--- src/rtl/iim_pkg.sv ---
package iim_pkg;
  // Frame layout
  localparam int          FRAME_BITS  = 16;
  localparam int          CODE_HI     = 15;
  localparam int          CODE_LO     = 14;
  localparam int          ADDR_HI     = 13;
  localparam int          ADDR_LO     = 9;
  localparam int          PAR_BIT     = 8;
  localparam logic [1:0]  WRITE_CODE  = 2'h1;
  // Register addresses
  localparam logic [4:0]  ADDR_TERM   = 5'h11;
  localparam logic [4:0]  ADDR_IRQ    = 5'h12;
  // Reset values
  localparam logic [7:0]  TERM_RESET  = 8'h00;
  localparam logic [7:0]  IRQ_RESET   = 8'h00;
  // Enable register bit positions
  localparam int          EN_BUS      = 7;
  localparam int          EN_REQ      = 6;
  localparam int          EN_LINK1    = 5;
  localparam int          EN_LINK0    = 4;
  localparam int          EN_WAKE     = 3;
  localparam int          EN_SAFE     = 2;
  localparam int          EN_UNUSED   = 1;
  localparam int          EN_VMON     = 0;
  localparam logic [7:0]  IRQ_WMASK   = 8'hFD;
  // Terminal codes
  localparam logic [1:0]  TERM_OFF    = 2'h0;
  localparam logic [1:0]  TERM_WAKE   = 2'h1;
  localparam logic [1:0]  TERM_LOW    = 2'h2;
  localparam logic [1:0]  TERM_HIGH   = 2'h3;
  localparam int          NUM_TERM    = 4;
  localparam int          NUM_LOWSIDE = 2;
  // Interrupt pulse timing
  localparam int          CLK_PERIOD_NS = 20;
  localparam int          INT_PULSE_NS  = 1000;
  localparam int          INT_PULSE_CYC = (INT_PULSE_NS + CLK_PERIOD_NS - 1) / CLK_PERIOD_NS;
  localparam int          INT_GAP_CYC   = INT_PULSE_CYC;
  localparam int          CNT_W         = 8;
  // Interrupt sequencer states, Gray from idle through pulse to gap
  typedef enum logic [1:0] {
    ST_IDLE  = 2'h0,
    ST_PULSE = 2'h1,
    ST_GAP   = 2'h3
  } iim_int_state_e;
endpackage : iim_pkg

--- src/rtl/iim_frame_if.sv ---
`timescale 1ns/100ps
// Received frame handed from the serial receiver to the register core
interface iim_frame_if;
  logic        frame_vld;  // One-cycle pulse, frame complete
  logic [15:0] frame;      // Whole frame, first bit at 15
  modport rx   (output frame_vld, output frame);
  modport core (input frame_vld, input frame);
endinterface : iim_frame_if

--- src/rtl/iim_spi_rx.sv ---
`timescale 1ns/100ps
// Serial receiver: mode 0, MSB first, pins oversampled by sys_clk
module iim_spi_rx
  import iim_pkg::*;
(
  // Clock and reset
  input  wire logic sys_clk,
  input  wire logic arst_n,
  // Serial pins
  input  wire logic sclk,
  input  wire logic cs_n,
  input  wire logic mosi,
  // Frame out
  iim_frame_if.rx   fr
);
  logic [1:0]  sclk_sync_reg;  // Synchroniser chain
  logic [1:0]  cs_sync_reg;    // Synchroniser chain, idles high
  logic [1:0]  mosi_sync_reg;  // Synchroniser chain
  logic        sclk_d_reg;     // Previous synced clock
  logic        cs_d_reg;       // Previous synced select
  logic [15:0] shift_reg;      // Incoming bits
  logic [4:0]  cnt_reg;        // Bits seen, saturates
  logic        vld_reg;        // Frame pulse
  wire         sclk_rise = sclk_sync_reg[1] & ~sclk_d_reg;
  wire         cs_rise   = cs_sync_reg[1] & ~cs_d_reg;
  wire         active    = ~cs_sync_reg[1];
  wire         full_len  = (cnt_reg == 5'(FRAME_BITS));

  // Pins cross into sys_clk; first stage feeds only the second
  always_ff @(posedge sys_clk or negedge arst_n) begin
    if (!arst_n) begin
      sclk_sync_reg <= 2'h0;
      cs_sync_reg   <= 2'h3;
      mosi_sync_reg <= 2'h0;
      sclk_d_reg    <= 1'b0;
      cs_d_reg      <= 1'b1;
    end else begin
      sclk_sync_reg <= {sclk_sync_reg[0], sclk};
      cs_sync_reg   <= {cs_sync_reg[0], cs_n};
      mosi_sync_reg <= {mosi_sync_reg[0], mosi};
      sclk_d_reg    <= sclk_sync_reg[1];
      cs_d_reg      <= cs_sync_reg[1];
    end
  end

  // Shift on rising edge; counter restarts on every select
  always_ff @(posedge sys_clk or negedge arst_n) begin
    if (!arst_n) begin
      shift_reg <= 16'h0000;
      cnt_reg   <= 5'h00;
    end else if (!active) begin
      cnt_reg   <= 5'h00;
    end else if (sclk_rise) begin
      shift_reg <= {shift_reg[14:0], mosi_sync_reg[1]};
      cnt_reg   <= (cnt_reg == 5'h1F) ? cnt_reg : cnt_reg + 5'h01;
    end
  end

  // Only exactly sixteen bits make a frame; others are dropped
  always_ff @(posedge sys_clk or negedge arst_n) begin
    if (!arst_n) begin
      vld_reg <= 1'b0;
    end else begin
      vld_reg <= cs_rise & full_len;
    end
  end

  assign fr.frame_vld = vld_reg;
  assign fr.frame     = shift_reg;
endmodule : iim_spi_rx

--- src/rtl/iim_regs.sv ---
`timescale 1ns/100ps
// Terminal configuration and interrupt enable registers with interrupt pulse
module iim_regs
  import iim_pkg::*;
#(
  parameter bit HAS_LINKS = 1'b1  // Zero for the variant without links
)
(
  // Clock and reset
  input  wire logic                sys_clk,
  input  wire logic                arst_n,
  // Serial pins
  input  wire logic                sclk,
  input  wire logic                cs_n,
  input  wire logic                mosi,
  // Event pulses from detectors, sys_clk domain
  input  wire logic                bus_fail_evt,
  input  wire logic                link0_fail_evt,
  input  wire logic                link1_fail_evt,
  input  wire logic [NUM_TERM-1:0] term_wake_evt,
  input  wire logic                safe_evt,
  input  wire logic                vmon_evt,
  // Terminal controls
  output logic      [NUM_TERM-1:0] term_lo_drv,
  output logic      [NUM_TERM-1:0] term_hi_drv,
  output logic      [NUM_TERM-1:0] term_wake_arm,
  // Register contents
  output logic      [7:0]          term_cfg,
  output logic      [7:0]          irq_en,
  // Interrupt line
  output logic                     int_n
);
  iim_frame_if fr ();

  // Serial receiver
  iim_spi_rx u_rx (
    .sys_clk (sys_clk),
    .arst_n  (arst_n),
    .sclk    (sclk),
    .cs_n    (cs_n),
    .mosi    (mosi),
    .fr      (fr)
  );

  logic [7:0]          term_reg;     // Terminal configuration
  logic [7:0]          irq_reg;      // Interrupt source enable
  logic [6:0]          pend_reg;     // Pending classes
  iim_int_state_e      state_reg;    // Interrupt sequencer
  iim_int_state_e      state_next;
  logic [CNT_W-1:0]    cnt_reg;      // Pulse and gap timer
  logic [CNT_W-1:0]    cnt_next;
  logic                int_n_reg;    // Interrupt line
  logic [NUM_TERM-1:0] lo_reg;       // Low side drivers
  logic [NUM_TERM-1:0] hi_reg;       // High side drivers
  logic [NUM_TERM-1:0] arm_reg;      // Wake-up armed
  logic [NUM_TERM-1:0] lo_next;
  logic [NUM_TERM-1:0] hi_next;
  logic [NUM_TERM-1:0] arm_next;

  // Frame decode: write code, good parity, known address
  wire       fr_write  = fr.frame[CODE_HI:CODE_LO] == WRITE_CODE;
  wire       fr_par_ok = ^fr.frame;
  wire [4:0] fr_addr   = fr.frame[ADDR_HI:ADDR_LO];
  wire [7:0] fr_data   = fr.frame[7:0];
  wire       wr_ok     = fr.frame_vld & fr_write & fr_par_ok;
  wire       wr_term   = wr_ok & (fr_addr == ADDR_TERM);
  wire       wr_irq    = wr_ok & (fr_addr == ADDR_IRQ);
  // Bit 1 never stored
  wire [7:0] irq_wdata = fr_data & IRQ_WMASK;
  // Host request fires on the write that sets bit 6
  wire       req_evt   = wr_irq & irq_wdata[EN_REQ] & ~irq_reg[EN_REQ];
  wire       link_on   = HAS_LINKS;

  // Events that pass their class enable; masked ones are lost
  wire       set_bus   = bus_fail_evt & irq_reg[EN_BUS];
  wire       set_link1 = link1_fail_evt & irq_reg[EN_LINK1] & link_on;
  wire       set_link0 = link0_fail_evt & irq_reg[EN_LINK0] & link_on;
  wire       set_wake  = |(term_wake_evt & arm_reg) & irq_reg[EN_WAKE];
  wire       set_safe  = safe_evt & irq_reg[EN_SAFE];
  wire       set_vmon  = vmon_evt & irq_reg[EN_VMON];
  wire [6:0] pend_set  = {set_bus, req_evt, set_link1, set_link0, set_wake, set_safe, set_vmon};
  // Sequencer takes every pending class as it starts a pulse
  wire       take      = (state_reg == ST_IDLE) & (|pend_reg);
  // Set wins over the take
  wire [6:0] pend_next = (take ? 7'h00 : pend_reg) | pend_set;

  // Register writes; power-on values are all zero
  always_ff @(posedge sys_clk or negedge arst_n) begin
    if (!arst_n) begin
      term_reg <= TERM_RESET;
      irq_reg  <= IRQ_RESET;
    end else begin
      if (wr_term) term_reg <= fr_data;
      if (wr_irq)  irq_reg  <= irq_wdata;
    end
  end

  // Per terminal decode; upper terminals have no low side
  for (genvar t = 0; t < NUM_TERM; t++) begin : g_term
    wire [1:0] code = term_reg[2*t+1:2*t];
    if (t < NUM_LOWSIDE) begin : g_full
      // Zero and one: low side on 10, high side on 11
      assign lo_next[t]  = code == TERM_LOW;
      assign hi_next[t]  = code == TERM_HIGH;
    end else begin : g_hi_only
      // Two and three: 10 and 11 both high side
      assign lo_next[t]  = 1'b0;
      assign hi_next[t]  = code[1];
    end
    assign arm_next[t] = code == TERM_WAKE;
  end

  // Driver controls come straight from flops
  always_ff @(posedge sys_clk or negedge arst_n) begin
    if (!arst_n) begin
      lo_reg  <= '0;
      hi_reg  <= '0;
      arm_reg <= '0;
    end else begin
      lo_reg  <= lo_next;
      hi_reg  <= hi_next;
      arm_reg <= arm_next;
    end
  end

  // Sequencer: one fixed low pulse, then a gap so pulses stay distinct
  always_comb begin
    state_next = state_reg;
    cnt_next   = cnt_reg;
    case (state_reg)
      ST_IDLE: begin
        // Any pending class starts a pulse
        if (take) begin
          state_next = ST_PULSE;
          cnt_next   = '0;
        end
      end
      ST_PULSE: begin
        if (cnt_reg == CNT_W'(INT_PULSE_CYC - 1)) begin
          state_next = ST_GAP;
          cnt_next   = '0;
        end else begin
          cnt_next   = cnt_reg + 1'b1;
        end
      end
      ST_GAP: begin
        // Events in the pulse or gap wait here as pending
        if (cnt_reg == CNT_W'(INT_GAP_CYC - 1)) begin
          state_next = ST_IDLE;
          cnt_next   = '0;
        end else begin
          cnt_next   = cnt_reg + 1'b1;
        end
      end
      default: begin
        state_next = ST_IDLE;
        cnt_next   = '0;
      end
    endcase
  end

  // Sequencer state, pending flags and line
  always_ff @(posedge sys_clk or negedge arst_n) begin
    if (!arst_n) begin
      state_reg <= ST_IDLE;
      cnt_reg   <= '0;
      pend_reg  <= 7'h00;
      int_n_reg <= 1'b1;
    end else begin
      state_reg <= state_next;
      cnt_reg   <= cnt_next;
      pend_reg  <= pend_next;
      int_n_reg <= state_next != ST_PULSE;
    end
  end

  assign term_lo_drv   = lo_reg;
  assign term_hi_drv   = hi_reg;
  assign term_wake_arm = arm_reg;
  assign term_cfg      = term_reg;
  assign irq_en        = irq_reg;
  assign int_n         = int_n_reg;

  // Low cycles of the line, counted apart from the sequencer so the length check is independent
  logic [CNT_W-1:0] low_cnt_reg;  // Cycles the line has been low
  always_ff @(posedge sys_clk or negedge arst_n) begin
    if (!arst_n) begin
      low_cnt_reg <= '0;
    end else if (int_n_reg) begin
      low_cnt_reg <= '0;
    end else begin
      low_cnt_reg <= low_cnt_reg + 1'b1;
    end
  end
endmodule : iim_regs

--- config.mk ---
export PLATFORM = sky130hd
export DESIGN_NAME = iim_regs
export DESIGN_NICKNAME = d
export VERILOG_FILES = /design/src/rtl/iim_pkg.sv /design/src/rtl/iim_frame_if.sv /design/src/rtl/iim_spi_rx.sv /design/src/rtl/iim_regs.sv
export SDC_FILE = /design/constraint.sdc
export NUM_CORES = 1
export LEC_CHECK = 0
export BUFFER_PORTS_ARGS = -buffer_cell sky130_fd_sc_hd__buf_2
export CELL_PAD_IN_SITES_DETAIL_PLACEMENT = 1
export CELL_PAD_IN_SITES_GLOBAL_PLACEMENT = 1
export CORE_ASPECT_RATIO = 1.5
export CORE_UTILIZATION = 42
export DETAILED_ROUTE_END_ITERATION = 7
export GPL_TIMING_DRIVEN = 0
export PLACE_DENSITY_LB_ADDON = 0.1
export SKIP_CTS_REPAIR_TIMING = 1
export SYNTH_ARGS = -nofsm -noshare
export SYNTH_HDL_FRONTEND = slang
export SYNTH_SLANG_ARGS = --single-unit
--- constraint.sdc ---
create_clock -name sys_clk -period 2 [get_ports sys_clk]
set_input_delay 0.1 -clock sys_clk [delete_from_list [all_inputs] [get_ports sys_clk]]
set_output_delay 0.1 -clock sys_clk [all_outputs]
set_load 0.02 [all_outputs]
==> results of run 1 <==
-- through the flow --
step                hold slack [ns]  util (%)  setup WS [ns]  instance area, um2  std cells
CTS                          -0.399      51.5         -0.320                3570        359
global route                 0.0144      53.8         -0.298                3730        367
detailed placement          -0.0260      48.5         -0.301                3370        343
global placement              0.205      48.1         -0.300                3340        342
floorplan                    -0.196         -        -0.0701                3050        225
finish                       0.0199      53.8         -0.202                3730        367
-- worst min-delay path by stage --
| stage | cells after the start | endpoint |
|---|---|---|
| CTS | 1 | state_reg[1] |
| floorplan | 0 | cnt_reg[0] |
| global placement | 1 | u_rx.cs_sync_reg[0] |
| finish | 2 | pend_reg[6] |
| detailed placement | 1 | state_reg[1] |
| global route | 2 | pend_reg[6] |
-- power by group through the flow --
stage | clock network [mW] | registers (mW) | logic (mW)
after floorplan | 0 | 1.67 | 0.438
after global placement | 0 | 1.71 | 0.504
after detailed placement | 0 | 1.72 | 0.525
after CTS | 1.20 | 1.69 | 0.536
after global routing | 1.26 | 1.71 | 0.588
final | 1.17 | 1.69 | 0.545
-- final cells by class --
class	count	area, um2	share of cell area, %
inverters	7	26.3	0.704
flip-flops and latches	73	1830	49.1
multi-input cells	134	1200	32.1
well taps	78	97.6	2.61
clock buffers	10	138	3.69
repair buffers	49	310	8.31
plain buffers	10	65.1	1.74
clock inverters	6	66.3	1.78
-- worst max-delay path, delay by kind of cell (launching register included) --
| kind | cells | cell delay [ns] |
|---|---|---|
| flip-flops | 1 | 0.42 |
| XOR/XNOR | 3 | 0.72 |
| buffers and inverters | 1 | 0.15 |
| multiplexers | 1 | 0.29 |
| AND/OR/NAND/NOR | 1 | 0.22 |
| adder cells (fa/ha/maj) | 1 | 0.29 |
-- layout by cell type, fill, tap and decap left out, types with 5 or more instances in the layout --
cell,Yosys,layout
a22o_1,6,6
buf_2,0,38
buf_4,5,8
clkbuf_8,0,10
dfrtp_1,69,69
dlygate4sd3_1,0,7
ha_1,6,5
inv_1,7,6
mux2_2,23,15
mux2_4,7,15
nand2_1,5,5
nor2_1,11,10
nor2b_1,6,6
nor3b_1,5,5
o21ai_0,6,6
xnor2_1,11,10
-- logic make-up after synthesis --
logic type,share of synthesized area [%]
multiplexers,12.6
AND/OR/NAND/NOR,10.3
AO/OA/AOI/OAI,5.88
flip-flops,60.2
buffers and inverters,3.09
other,0.123
adder cells (fa/ha/maj),2.47
XOR/XNOR,5.23
-- routing by layer --
| metal | routed length, um | GRT usage (%) | vias to the layer above | share of wire (%) |
|---|---|---|---|---|
| li1 | - | - | 897 | - |
| met1 | 2530 | 19.6 | 978 | 44 |
| met2 | 3040 | 28.5 | 33 | 53 |
| met3 | 160 | 2.75 | 4 | 2.8 |
| met4 | 51 | 6.72 | 0 | 0.88 |
| met5 | 0 | 0 | - | 0 |
==> results_dict.tcl, run 1 <==
set metrics [dict create \
    ys.warnings.count 0 \
    maxCapViolCount 0 \
    fp-row-count 37 \
    finalHoldViolations 0 \
    core_area_mm2 0.00694 \
    clockBufferDepth 2 \
    yosysMostFrequentCell "dfrtp_1" \
    crit_arrival_ns 2.42 \
    cp.required_ns 2.22 \
    internal_power_mw 2.51 \
    seq_power_share_pct 49.7 \
    worst-r2r-setup-slack_ns -0.20 \
    min_period_ns 2.20 \
    rr_worst_depth 7 \
    powerDensity_mw_per_mm2 911 \
    ant_nets 0 \
    ctsHtreeMaxLevel 3 \
    drc 0 \
    cts-root-buf "clkbuf_8" \
    rsz0062_at_grt "true" \
    cts_sinks 73 \
    grt_remaining_overflow 0 \
    power_mw 3.40 \
    path_cells "ha_4, xnor2_2, xnor2_1, xnor3_1, and4b_1, buf_6, mux2_4" \
    yosys.area.top_type "dfrtp_1" \
    dr_total_vias 1912 \
    finalNetCount 304 \
    port_buffers 39 \
    diodes 0 \
    cts_buffers 9 \
    worstSetupEndpointType "flop" \
    drt_iter0_markers 97 \
    max_freq_mhz 454 \
    hp-class "input port to flop" \
    worst_slack_ns -0.202 \
    min-delay-start "bus_fail_evt" \
    area_growth_pct 22.8 \
    maxSlewViolCount 0 \
    p_switching_uw 892 \
    clkSlewWorstSetupHoldPaths_ns 0.08 \
    netlist_top_cells_count "dfrtp_1 (69), mux2_2 (23), nor2_1 (11), xnor2_1 (11)" \
    yosys.area.top_type_share_pct 56.8 \
    syn_area_per_cell_um2 13.6 \
    drt-total-wl_um 5790 \
    dp_hpwl_um 3950 \
    r2r-end "irq_en[2]" \
    slowest_stage "xnor3_1" \
    crit_fanout 8 \
    async_flop_share_pct 100 \
    switching_share_pct 26.2 \
    io_pins 43 \
    grt_util_all_layers_pct 16.3 \
    place_congestion 0.733 \
    ir_worst_vdd_uv 718 \
    slowest_delay_ns 0.47 \
    grt_first_pass_wirelength_um 9440 \
    synth_edf_count 0 \
    start_util_pct 43.8 \
    synth_cell_type_count 43 \
    synth.cell_area_mm2 0.00304 \
    first_pass_iters 4 \
    cp-startpoint "u_rx.fr.frame[14]" \
    grt_max_degree 61 \
    cp-endpoint "irq_en[2]" \
    critPathKind "flop to flop" \
    netlist_top_cells_area "dfrtp_1 (57%), mux2_2 (8.5%), dfstp_2 (3.5%)" \
    start_kind "flop" \
    status "finished, violations left" \
    grt_pass1_vias 1990 \
    drive_gt1_share_pct 37.4 \
    clock_skew_ns 0.0105 \
    ys.flop_type "dfrtp_1" \
    dieArea_mm2 0.00759 \
    synth-seq-area-share_pct 60.2 \
    viasPerCell 5.21 \
    finalCritPeriodShare_pct 110 \
    synth_cells 223 \
    die_x_um 71.5 \
    largest_reg_flops 16 \
    p_comb_share_pct 16.0 \
    clkPwrFrac_pct 34.3 \
    insertion_delay_ns 0.34 \
    fillCellCount 717 \
    regToRegStartpoint "u_rx.fr.frame[14]" \
    setup_violations 16 \
    finalSetupTns_ns -2.44 \
    p_leak_nw 1.99 \
    antenna_found_initial 0 \
    failed_checks "setup timing" \
    cts_tree "done" \
    routedWlPerCell_um 15.8 \
    die_h_um 106 \
    ys_ff_latch 73 \
]
Note: power is estimated with default switching activity, not from simulation.
==> inputs of run 2 (changes only) <==
--- a/config.mk
+++ b/config.mk
@@ -16,4 +16,5 @@
 export SKIP_CTS_REPAIR_TIMING = 1
 export SYNTH_ARGS = -nofsm -noshare
 export SYNTH_HDL_FRONTEND = slang
+export SYNTH_HIERARCHICAL = 1
 export SYNTH_SLANG_ARGS = --single-unit
==> results_dict.tcl, run 2 <==
set metrics [dict create \
    core_area_mm2 0.00694 \
    slew_headroom_pct 66.8 \
    routedWlPerCell_um 16.8 \
    cp.required_ns 2.24 \
    failed_checks "setup timing" \
    finalCritPeriodShare_pct 117 \
    grt_max_degree 49 \
    async_flop_share_pct 100 \
    antenna_found_initial 0 \
    cts_tree "done" \
    syn_area_per_cell_um2 13.7 \
    power_mw 3.42 \
    fp-row-count 37 \
    crit_fanout 8 \
    start_kind "flop" \
    yosysMostFrequentCell "dfrtp_1" \
    ys_ff_latch 73 \
    final_common_cell "dfrtp_1" \
    ir_worst_vdd_uv 514 \
    cts_buffers 9 \
    yosys.area.top_type_share_pct 56.3 \
    final_cell_area_mm2 0.00380 \
    dr_total_vias 1971 \
    critPathKind "flop to flop" \
    largest_reg_flops 16 \
    maxCapViolCount 0 \
    grt_first_pass_wirelength_um 10100 \
    ys.warnings.count 6 \
    die_x_um 71.8 \
    die_h_um 107 \
    grt_pass1_vias 2030 \
    synth_cells 224 \
    drive_gt1_share_pct 39.5 \
    hp-class "input port to flop" \
    dieArea_mm2 0.00766 \
    powerDensity_mw_per_mm2 900 \
    netlist_top_cells_area "dfrtp_1 (56%), mux2_2 (12%), dfstp_2 (3.4%)" \
    clockBufferDepth 2 \
    status "finished, violations left" \
    insertion_delay_ns 0.35 \
    ant_nets 0 \
    layoutNonFillerInstCount 374 \
    yosys.area.top_type "dfrtp_1" \
    area_growth_pct 23.9 \
    ctsHtreeMaxLevel 3 \
    synth.cell_area_mm2 0.00307 \
    viasPerCell 5.27 \
    synth-seq-area-share_pct 59.7 \
    cts-root-buf "clkbuf_8" \
    drc 0 \
    worst_slack_ns -0.346 \
    place_congestion 0.749 \
    maxSlewViolCount 0 \
    first_pass_iters 4 \
    drt_iter0_markers 78 \
    min_period_ns 2.35 \
    clock_skew_ns 0.00676 \
    tightest_slew_ns 0.497 \
    synth_edf_count 0 \
    diodes 0 \
    max_freq_mhz 426 \
    port_buffers 39 \
    dp_hpwl_um 4370 \
    drt-total-wl_um 6300 \
    dpl_cell_area_mm2 0.00342 \
    finalHoldViolations 0 \
    start_util_pct 44.2 \
    synth_cell_type_count 45 \
    post-route-util_pct 54.7 \
    dp_cells 344 \
    grt_remaining_overflow 0 \
    finalNetCount 311 \
    ys.flop_type "dfrtp_1" \
    worstSetupEndpointType "flop" \
    final_cell_mix "dfrtp_1 (67), buf_2 (38), mux2_2 (25)" \
    netlist_top_cells_count "dfrtp_1 (69), mux2_2 (32), nand2_1 (10), nor2_1 (10), o21ai_0 (10)" \
    p_leak_nw 1.90 \
    cts_sinks 73 \
    crit_arrival_ns 2.58 \
    clkSlewWorstSetupHoldPaths_ns 0.08 \
    setup_violations 16 \
    grt_util_all_layers_pct 17.9 \
    io_pins 43 \
    rsz0062_at_grt "true" \
]
-- run 2: area by class of cell --
type	instances	area [um2]
clock buffer	10	138
tap	78	97.6
sequential	73	1830
clock inverter	6	67.6
multi-input combinational	136	1190
timing repair buffer	54	353
fill	730	3140
buffer	11	101
inverter	6	22.5
-- run 2: metal layers --
| layer | routed length [um] | part of all wire [%] | track usage [%] | vias to the layer above |
|---|---|---|---|---|
| met5 | 0 | 0 | 0 | - |
| met4 | 185 | 2.9 | 9.80 | 0 |
| met3 | 193 | 3.1 | 5.26 | 14 |
| met2 | 3460 | 55 | 29.4 | 34 |
| met1 | 2450 | 39 | 20.7 | 1014 |
| li1 | - | - | - | 909 |
-- run 2: worst paths after layout --
kind	from	end	slack [ns]	depth (start not counted)
worst min-delay path	term_wake_evt[3]	pend_reg[2]	0.08	4
worst min register to register	u_rx/mosi_sync_reg[0]	u_rx/mosi_sync_reg[1]	0.36	0
max in group asynchronous	arst_n	u_rx/cs_d_reg	1.19	3
worst max-delay path	u_rx/fr.frame[11]	term_cfg[5]	-0.35	6
min in group asynchronous	arst_n	pend_reg[4]	0.21	2
worst max register to register	u_rx/fr.frame[11]	term_cfg[5]	-0.35	6
-- run 2: kinds of logic (layout without fill, tap and decap cells) --
family	count (synthesis)	after routing	synth area share [%]
DFF	73	73	59.7
and+or+nand+nor	52	52	10.3
muxes	34	34	12.4
AOI/OAI and AO/OA	26	26	5.67
buffers and inverters	17	87	3.71
xor gates and xnor gates	15	15	5.63
adders and majority gates	6	6	2.45
other	1	3	0.122
-- run 2: power breakdown --
part / internal [mW] / switching [mW]
Clock: 0.611 / 0.564
Sequential: 1.57 / 0.127
Combinational: 0.369 / 0.183
Total: 2.55 / 0.874
-- run 2: metrics by stage --
stage | TNS, ns | worst slack (ns) | hold WS [ns]
2_1_floorplan | -2.58 | -0.186 | -0.196
3_3_place_gp | -5.67 | -0.377 | 0.206
3_5_place_dp | -6.48 | -0.426 | 0.0401
6_report | -4.66 | -0.346 | 0.0780
5_1_grt | -6.27 | -0.460 | 0.0867
4_1_cts | -6.86 | -0.447 | -0.357
-- run 2: worst max-delay path: stages, from the launching register on --
cell and delay (ns):
dfrtp_1 0.41, xnor3_1 0.38, xnor3_1 0.24, xnor3_1 0.36
nor4bb_1 0.26, buf_4 0.23, mux2_2 0.35
